==> config.mk <==
export PLATFORM = sky130hd
export DESIGN_NAME = reset_and_watchdog_config
export DESIGN_NICKNAME = d
export VERILOG_FILES = /design/src/reset_and_watchdog_config_pkg.sv /design/src/config_cell_array.sv /design/src/reset_and_watchdog_config.sv
export VERILOG_INCLUDE_DIRS = /design/src
export SDC_FILE = /design/constraint.sdc
export NUM_CORES = 1
export LEC_CHECK = 0
export BUFFER_PORTS_ARGS = -buffer_cell sky130_fd_sc_hd__buf_2
export CAP_MARGIN = 20
export CORE_MARGIN = 3
export CORE_UTILIZATION = 40
export DETAILED_ROUTE_END_ITERATION = 6
export GPL_TIMING_DRIVEN = 0
export PLACE_DENSITY = 0.79
export SYNTH_ARGS = -nofsm -noshare
export SYNTH_HDL_FRONTEND = slang
export SYNTH_SLANG_ARGS = --single-unit
export TNS_END_PERCENT = 10
==> constraint.sdc <==
create_clock -name pclk -period 1.5 [get_ports pclk]
set_clock_uncertainty 0.2 [all_clocks]
set_input_delay 0.3 -clock pclk [delete_from_list [all_inputs] [get_ports pclk]]
set_output_delay 0.3 -clock pclk [all_outputs]
set_load 0.01 [all_outputs]
==> src/reset_and_watchdog_config_map.svh <==
// register indices, field positions and reset values of the config block
`ifndef RESET_AND_WATCHDOG_CONFIG_MAP_SVH
`define RESET_AND_WATCHDOG_CONFIG_MAP_SVH

// register indices; byte address is four times the index
`define RWC_IDX_CONTROL      24'h300000
`define RWC_IDX_STATUS       24'h300001
`define RWC_IDX_SUPERVISION  24'h300002
`define RWC_IDX_WATCHDOG     24'h300003

// implemented bits of the two configuration bytes
`define RWC_SUP_MASK         8'h0F
`define RWC_WDG_MASK         8'h1F
`define RWC_UNPROGRAMMED     8'hFF

// low byte fields
`define RWC_BOR_SEL_LSB      2
`define RWC_BOR_EN_BIT       1
`define RWC_POWERUP_DELAY_TIMER_N_BIT       0
// high byte fields
`define RWC_WDPS_LSB         1
`define RWC_WDG_HARD_BIT     0

// control register fields
`define RWC_CTL_SOFT_BIT     0
`define RWC_CTL_ERASE_BIT    1
`define RWC_CTL_RESET        1'h0

// postscale ratio that goes with the unprogrammed select 1111
`define RWC_RATIO_RESET      16'h8000

`endif

==> src/reset_and_watchdog_config_pkg.sv <==
// types shared by the configuration block
package reset_and_watchdog_config_pkg;
    typedef logic [7:0] cfg_byte_t;
    typedef logic [1:0] cell_sel_t;
    typedef enum logic [1:0] {
        BOR_THR_SEL_0   = 2'h0,
        BOR_THR_SEL_1   = 2'h1,
        BOR_THR_SEL_2   = 2'h2,
        BOR_THR_2V0     = 2'h3
    } bor_threshold_e;
endpackage

==> src/config_cell_array.sv <==
// nonvolatile configuration cells: programming only clears bits
`timescale 1ns/1ps
`default_nettype none
`include "reset_and_watchdog_config_map.svh"
module config_cell_array #(
    parameter int NUM_CELLS = 2
) (
    input  wire logic                         pclk,      // clock
    input  wire logic                         por_n,     // power-on
    input  wire logic                         prog_en,   // program
    input  wire logic                         erase,     // bulk erase
    input  wire logic [$clog2(NUM_CELLS)-1:0] prog_sel,  // cell
    input  wire logic [7:0]                   prog_data, // new bits
    input  wire logic [7:0]                   cell_mask [NUM_CELLS], // used
    output var  logic [7:0]                   cell_q [NUM_CELLS] // stored
);
    // =====================================================================
    // cells
    // only power-on or an explicit erase returns a bit to one
    always_ff @(posedge pclk or negedge por_n) begin
        if (!por_n) begin
            for (int i = 0; i < NUM_CELLS; i++) begin
                cell_q[i] <= `RWC_UNPROGRAMMED;
            end
        end else if (erase) begin
            for (int i = 0; i < NUM_CELLS; i++) begin
                cell_q[i] <= `RWC_UNPROGRAMMED;
            end
        end else if (prog_en) begin
            cell_q[prog_sel] <= cell_q[prog_sel] & prog_data;
        end
    end
endmodule // config_cell_array
`default_nettype wire

==> src/reset_and_watchdog_config.sv <==
// reset supervision and watchdog configuration with apb access
//
// The APB interface to the registers was decided locally.
`timescale 1ns/1ps
`default_nettype none
`include "reset_and_watchdog_config_map.svh"
module reset_and_watchdog_config #(
    parameter int ADDR_W = 32
) (
    input  wire logic              pclk,                  // apb clock
    input  wire logic              presetn,               // device reset
    input  wire logic              por_n,                 // power-on reset
    input  wire logic              psel,                  // apb select
    input  wire logic              penable,               // apb enable
    input  wire logic              pwrite,                // apb direction
    input  wire logic [ADDR_W-1:0] paddr,                 // apb address
    input  wire logic [31:0]       pwdata,                // apb write data
    output logic                   pready,                // apb ready
    output logic [31:0]            prdata,                // apb read data
    output logic                   pslverr,               // apb error
    output logic [1:0]             brownout_threshold_select, // latched
    output logic                   brownout_reset_enable, // latched
    output logic                   powerup_delay_enable_n, // latched
    output logic [3:0]             watchdog_postscale_sel, // latched
    output logic [15:0]            watchdog_postscale_ratio, // divide ratio
    output logic                   watchdog_run           // watchdog on
);
    // =====================================================================
    // address decode
    function automatic logic [2:0] decode(input logic [ADDR_W-1:0] a);
        logic [23:0] idx;
        idx = a[25:2];
        decode = 3'h0;
        if (a[1:0] == 2'h0 && (ADDR_W <= 26 || a[ADDR_W-1:26] == '0)) begin
            case (idx)
                `RWC_IDX_CONTROL:     decode = 3'h1;
                `RWC_IDX_STATUS:      decode = 3'h2;
                `RWC_IDX_SUPERVISION: decode = 3'h3;
                `RWC_IDX_WATCHDOG:    decode = 3'h4;
                default:              decode = 3'h0;
            endcase
        end
    endfunction

    logic [2:0] sel_reg;
    logic       setup_ph;
    logic       access_ph;
    assign sel_reg   = decode(paddr);
    assign setup_ph  = psel && !penable;
    assign access_ph = psel && penable;
    // tied high: every access ends in its first access cycle
    assign pready    = 1'b1;

    // =====================================================================
    // configuration cells
    reset_and_watchdog_config_pkg::cfg_byte_t cell_q [2];
    reset_and_watchdog_config_pkg::cfg_byte_t cell_mask [2];
    reset_and_watchdog_config_pkg::cfg_byte_t sup_rd;
    reset_and_watchdog_config_pkg::cfg_byte_t wdg_rd;
    logic prog_en;
    logic erase;
    reset_and_watchdog_config_pkg::cell_sel_t prog_sel2;

    assign cell_mask[0] = `RWC_SUP_MASK;
    assign cell_mask[1] = `RWC_WDG_MASK;
    assign sup_rd = cell_q[0] & `RWC_SUP_MASK;
    assign wdg_rd = cell_q[1] & `RWC_WDG_MASK;
    assign prog_en = access_ph && pwrite &&
                     (sel_reg == 3'h3 || sel_reg == 3'h4);
    assign prog_sel2 = (sel_reg == 3'h4) ? 2'h1 : 2'h0;
    assign erase = access_ph && pwrite && sel_reg == 3'h1 &&
                   pwdata[`RWC_CTL_ERASE_BIT];

    config_cell_array #(
        .NUM_CELLS (2)
    ) u_cells (
        .pclk      (pclk),
        .por_n     (por_n),
        .prog_en   (prog_en),
        .erase     (erase),
        .prog_sel  (prog_sel2[0]),
        .prog_data (pwdata[7:0]),
        .cell_mask (cell_mask),
        .cell_q    (cell_q)
    );

    // =====================================================================
    // software watchdog enable
    logic soft_en_q;
    always_ff @(posedge pclk or negedge presetn) begin
        if (!presetn) begin
            soft_en_q <= `RWC_CTL_RESET;
        end else if (access_ph && pwrite && sel_reg == 3'h1) begin
            soft_en_q <= pwdata[`RWC_CTL_SOFT_BIT];
        end
    end

    // =====================================================================
    // capture at reset release; held until the next reset
    // a later programming changes only the cells, not the live settings
    logic                        loaded_q;
    reset_and_watchdog_config_pkg::cfg_byte_t sup_q;
    reset_and_watchdog_config_pkg::cfg_byte_t wdg_q;
    logic [15:0]                 ratio_q;
    always_ff @(posedge pclk or negedge presetn) begin
        if (!presetn) begin
            loaded_q <= 1'b0;
            sup_q    <= `RWC_UNPROGRAMMED & `RWC_SUP_MASK;
            wdg_q    <= `RWC_UNPROGRAMMED & `RWC_WDG_MASK;
            ratio_q  <= `RWC_RATIO_RESET;
        end else if (!loaded_q) begin
            loaded_q <= 1'b1;
            sup_q    <= sup_rd;
            wdg_q    <= wdg_rd;
            ratio_q  <= 16'h0001 << wdg_rd[`RWC_WDPS_LSB +: 4];
        end
    end

    // =====================================================================
    // field decode
    assign brownout_threshold_select =
        sup_q[`RWC_BOR_SEL_LSB +: 2];
    assign brownout_reset_enable  = sup_q[`RWC_BOR_EN_BIT];
    assign powerup_delay_enable_n = sup_q[`RWC_POWERUP_DELAY_TIMER_N_BIT];
    assign watchdog_postscale_sel = wdg_q[`RWC_WDPS_LSB +: 4];
    // the ratio is captured beside the select so both move on one edge
    assign watchdog_postscale_ratio = ratio_q;

    logic run_q;
    always_ff @(posedge pclk or negedge presetn) begin
        if (!presetn) begin
            run_q <= 1'b0;
        end else begin
            run_q <= wdg_q[`RWC_WDG_HARD_BIT] || soft_en_q;
        end
    end
    assign watchdog_run = run_q;

    // =====================================================================
    // read data, registered in the setup phase
    logic [15:0] status_w;
    assign status_w = {4'h0, loaded_q, run_q, soft_en_q,
                       wdg_q[`RWC_WDG_HARD_BIT], watchdog_postscale_sel,
                       powerup_delay_enable_n, brownout_reset_enable,
                       brownout_threshold_select};

    always_ff @(posedge pclk or negedge presetn) begin
        if (!presetn) begin
            prdata  <= 32'h00000000;
            pslverr <= 1'b0;
        end else if (setup_ph) begin
            pslverr <= (sel_reg == 3'h0);
            case (sel_reg)
                3'h1:    prdata <= {31'h00000000, soft_en_q};
                3'h2:    prdata <= {16'h0000, status_w};
                3'h3:    prdata <= {24'h000000, sup_rd};
                3'h4:    prdata <= {24'h000000, wdg_rd};
                default: prdata <= 32'h00000000;
            endcase
        end
    end
endmodule // reset_and_watchdog_config
`default_nettype wire

======== Word level (Yosys, flattened, before mapping) ========
Index checks and enable logic that the tools add are counted.
word-level totals
  register bits ........................... 77
  bits in latches ......................... 0
  bits in writable memories ............... 0
  memory bits (read-only) ................. 0
  logic and storage cells ................. 50
  memories ................................ 0
operators by class
  add/subtract/negate cells ............... 0
  multipliers ............................. 0
  div/mod/pow operators ................... 0
  order comparisons ....................... 2
  equal/unequal tests ..................... 8
  shift-type cells ........................ 1
  muxes and demuxes ....................... 12
  bitwise gates (word level) .............. 2
  reductions and logical operators ........ 15
operator list
  operator                                                     number
  == test 24 x 22 -> 1 bit (second input constant)             4
  one-hot mux 12 bit (4 select lines)                          1
  2-to-1 mux 16 bit                                            2
  2-to-1 mux 8 bit                                             4
  bitwise mux 16 bit                                           1
  << shifter 1 x 4 -> 16 bit (first input constant)            1
  one-hot mux 3 bit (4 select lines)                           1
  AND 8 bit                                                    1
  demux 8 bit (select 1 bit)                                   1
  logical AND 1 bit                                            8
  == test 3 x 2 -> 1 bit (second input constant)               2
  logical NOT 6 bit                                            1
  == test 3 x 1 -> 1 bit (second input constant)               1
  == test 3 bit (second input constant)                        1
  logical NOT 3 bit                                            1
  2-to-1 mux 3 bit                                             1
  greater-or-equal comparator 2 bit (second input constant)    1
  logical NOT 2 bit                                            1
  logical OR 1 bit                                             2
  less-than comparator 2 x 1 -> 1 bit (second input constant)  1
  inverter 1 -> 2 bit                                          1
  nonzero test 2 bit                                           1
  logical NOT 1 bit                                            1
  2-to-1 mux 1 bit                                             1

======== Longest topological paths before layout ========
  depth in word-level cells ............... 13
  gate-level depth with buffers ........... 5
  gate-level depth less buffers ........... 4

======== Modules after synthesis ========
A second synthesis with hierarchy kept.
unflattened totals
  cells, all modules ...................... 244
  area, all modules ....................... 2665.1 sq um
by module, submodules not included
  module                     times used  cells each  area each (sq um)  sequential area each (sq um)
  reset_and_watchdog_config  1           182         2033.2             1038.5
  config_cell_array          1           62          631.9              420.4

======== Least setup slack after synthesis ========
No wires, ideal clock.
  path type ............................... input-to-reg
  from .................................... input port paddr[6]
  to ...................................... register soft_en_q
  library setup time ...................... 0.125 ns
  arrival ................................. 1.501 ns
  required time ........................... 1.175 ns
  setup slack ............................. -0.326 ns
  cell stages on the path ................. 4
  cells stage by stage .................... nor4_2 -> nand4_4 -> nor4_1 -> mux2_2
on the way
  longest elaborated chain between the ends .. 5
ends and longest elaborated chain
  element                                 RTL line                         RTL
  start: declaration                      reset_and_watchdog_config.sv:16  input wire logic [ADDR_W-1:0] paddr,
  == test 24 x 22 -> 1 bit                reset_and_watchdog_config.sv:35  case (idx)
  one-hot mux 3 bit (4 select lines) (*)  reset_and_watchdog_config.sv:35
  2-to-1 mux 3 bit (*)                    reset_and_watchdog_config.sv:34  if (a[1:0] == 2'h0 && (ADDR_W <= 26 || a[ADDR_W-1:26] == '0)) begin
  == test 3 x 1 -> 1 bit (*)              reset_and_watchdog_config.sv:93  end else if (access_ph && pwrite && sel_reg == 3'h1) begin
  logical AND 1 bit (*)                   reset_and_watchdog_config.sv:93
  end signal: assignment                  reset_and_watchdog_config.sv:92  soft_en_q <= `RWC_CTL_RESET;
  end signal: assignment                  reset_and_watchdog_config.sv:94  soft_en_q <= pwdata[`RWC_CTL_SOFT_BIT];
  end: declaration                        reset_and_watchdog_config.sv:89  logic soft_en_q;
Mark *: on every way between the ends. The rest lies on a longest branch, timed or not.
A chain may end at the register's enable or synchronous reset.

======== Worst setup path in the final report ========
  from .................................... input port paddr[10]
  to ...................................... register prdata[8]
on the way
  longest elaborated chain between the ends .. 5
ends and longest elaborated chain
  element                                      RTL line                          RTL
  == test 24 x 22 -> 1 bit                     reset_and_watchdog_config.sv:35
  one-hot mux 3 bit (4 select lines) (*)       reset_and_watchdog_config.sv:35
  2-to-1 mux 3 bit (*)                         reset_and_watchdog_config.sv:34
  == test 3 bit, or another cell as far along  reset_and_watchdog_config.sv:153  case (sel_reg)
  one-hot mux 12 bit (4 select lines) (*)      reset_and_watchdog_config.sv:153
  end signal: assignment                       reset_and_watchdog_config.sv:154  3'h1: prdata <= {31'h00000000, soft_en_q};
  end signal: assignment                       reset_and_watchdog_config.sv:155  3'h2: prdata <= {16'h0000, status_w};
  end signal: assignment                       reset_and_watchdog_config.sv:156  3'h3: prdata <= {24'h000000, sup_rd};
  end: declaration                             reset_and_watchdog_config.sv:19   output logic [31:0] prdata,
Marked as above.

==> metrics.yaml <==
outcome:
  outcome: "finished, violations left"
  violations: "setup timing"
timing:
  setup_violations: 24
  setup_tns_ps: -969
  fin_crit_sh_pct: 105
  timing.slew.headroom_pct: 63.2
  setup_ws_ps: -82.1
  hold_violations: 0
  fmax_ghz: 0.632
  fin_crit_ps: 1580
  tightest_slew_ps: 553
  maxSlewViolCount: 0
  rsz0062_at_grt: "yes"
synthesis:
  seq_area_frac_synth_pct: 52.6
  yosysWarnings: 0
  syn_area_per_cell_um2: 12.2
  synth_cell_types: 33
  synth_cells: 199
  syn_area_mm2: 0.00242
  ys_ff_latch: 50
clock_tree:
  cts_made_buffers: 5
  cts_tree: "yes"
  clkLatencyLatePin_ps: 310
  cts_root_buffer: "clkbuf_8"
  cts.sinks: 50
  clk_pin_slew_worst_paths_ps: 90
  h-tree-depth: 2
  clockBufferDepth: 2
floorplanning:
  initial_core_util_pct: 42.7
  coreArea_mm2: 0.00568
  dieArea_mm2: 0.00703
  rows: 27
  fp.dieW_um: 83.8
  io_pins: 129
  fp.dieH_um: 83.8
layout:
  multi_input_area_mm2: 0.00111
  final_cells: 385
  seq_area_mm2: 0.00127
  antenna_cells: 0
  syn_to_final_growth_pct: 41.7
  nets: 382
  fillers: 477
  drive_above_1_share_pct: 58.1
  final_common_cell: "buf_2"
  layout_common_cells: "buf_2 (64), dfrtp_1 (31), buf_4 (28)"
setup_path:
  ff2ff_path_depth: 2
  r2r-end: "watchdog_postscale_ratio[15]"
  path_max_fanout: 10
  worstPathArrival_ps: 1630
  r2r-start: "u_cells.cell_q[2]"
  crit_type: "in2reg"
  start_kind: "input port"
  crit_start: "paddr[10]"
  rrSetupSlack_ps: 80
  required_ps: 1550
  cp-end-kind: "register"
global_route:
  grt_max_degree: 42
  grt_usage_pct: 18.1
  antenna_found_initial: 0
  met1_usage_pct: 22.0
  first_global_vias: 2034
  top_usage_layer: "met2"
  globalRouteMet3Util_pct: 5.13
  grt_overflow: 0
  grt_pass1_wl_um: 10100
  use_met2_pct: 30.3
min_path:
  min_delay_worst_endpoint: "u_cells.cell_q[4]"
  min_path_cells: 2
  hold_path.class: "in2reg"
  worstHoldStart: "pwdata[4]"
route:
  vias_per_cell: 5.15
  routed-via-count: 1983
  drtIter0Drc: 110
  drt_pass1_iterations: 4
  drc: 0
  ant_nets: 0
  routed_wl_um: 6040
  wire_per_inst_um: 15.7
place:
  dp_hpwl_um: 4380
  pre_cts_ws_ps: -598
  place_inst: 370
  portBuffers: 79
  gp_congestion: 0.788
power:
  power_frac_seq_pct: 52.7
  combPwrFrac_pct: 10.3
  leakage_nw: 1.70
  power_per_cell_area_mw_per_mm2: 749
  power_frac_clock_pct: 37.0
  p_sw_mw: 0.605
  p_total_mw: 2.57
  netSwitchingFraction_pct: 23.5
  internal_power_mw: 1.97
  vdd_ir_drop_max_uv: 575
run:
  cap_violations: 0
[Yosys cell counts, drive strengths merged]
cell type / count / share of area (%)
a21oi: 1 / 0.21
nand2: 18 / 2.8
inv: 1 / 0.15
nor2: 2 / 0.31
or4: 1 / 0.31
buf: 26 / 8.1
nand4b: 1 / 0.36
or2: 1 / 0.26
a2bb2oi: 4 / 1.4
o21ai: 1 / 0.21
or3: 1 / 0.46
o31ai: 9 / 2.8
o22a: 5 / 1.8
dfstp: 19 / 21
and4bb: 1 / 0.52
nand2b: 5 / 1.3
mux2: 14 / 6.5
nor2b: 1 / 0.26
clkbuf: 13 / 2.0
and3: 1 / 0.26
nand3b: 1 / 0.31
mux4: 1 / 0.93
o41ai: 10 / 3.6
nand3: 2 / 0.41
dfrtp: 31 / 32
nor4: 7 / 3.4
a22o: 7 / 2.5
a32o: 8 / 3.3
nor3: 3 / 1.2
nand4: 2 / 1.4
conb: 2 / 0.31
[metal layers]
layer,vias up,routed length [um]
met2,95,3080
met3,9,485
met4,0,122
met1,946,2350
met5,-,0
li1,933,-
[final cells by class]
class | instances | share of cell area [%]
Buffer | 34 | 7.54
Clock buffer | 5 | 2.00
Clock inverter | 3 | 1.31
Inverter | 1 | 0.109
Multi-Input combinational cell | 130 | 32.4
Sequential cell | 50 | 37.1
Tap cell | 72 | 2.62
Timing Repair Buffer | 90 | 16.9
[registers in the layout, summed over array words and instances, names as in the netlist]
signal,cells
u_cells.cell_q,9
watchdog_run,1
watchdog_postscale_ratio,16
sup_q,4
pslverr,1
wdg_q,5
loaded_q,1
prdata,12
soft_en_q,1
[worst max-delay path: stages]
cell and delay, ps:
buf_2 110, nor4_4 300, nand4_4 190, buf_6 170
nor3_4 200, buf_6 180, a32o_1 170
[power groups by stage]
stage	clock network, mW	logic (mW)	registers, mW
floorplan	0	0.120	1.38
global placement	0	0.233	1.38
detailed placement	0	0.236	1.38
CTS	0.972	0.258	1.36
global route	1.01	0.295	1.36
finish	0.950	0.265	1.36
[logic make-up (layout without fill, tap and decap cells)]
group	count (synthesis)	after routing	share of synthesized area (%)
AND/OR/NAND/NOR	47	48	13.5
flip-flops	50	50	52.6
AO/OA/AOI/OAI	45	45	15.9
other	2	22	0.310
multiplexers	15	15	7.43
buffers and inverters	40	133	10.2
[worst max-delay path by stage]
stage,to,cells after the start
floorplan,soft_en_q,4
global placement,prdata[8],6
detailed placement,prdata[8],6
CTS,soft_en_q,5
global route,prdata[8],6
finish,prdata[8],7
[repair_timing]
item,CTS,global route
setup endpoints to repair,50,66
gates resized for setup,31,15
hold buffers,2,0
pin swaps,8,5
gates cloned,1,0
endpoints found under the hold margin,40,0
buffers inserted,7,2
[through the flow]
| stage | hold WS, ps | utilization (%) | instance area [um^2] |
|---|---|---|---|
| after CTS | 30.1 | 59.0 | 3350 |
| after global routing | 25.5 | 60.5 | 3430 |
| after detailed placement | 180 | 53.3 | 3030 |
| after global placement | 177 | 53.3 | 3030 |
| after floorplan | -196 | - | 2540 |
| final | 37.1 | 60.5 | 3430 |
Power figures use the tool's default switching activity.
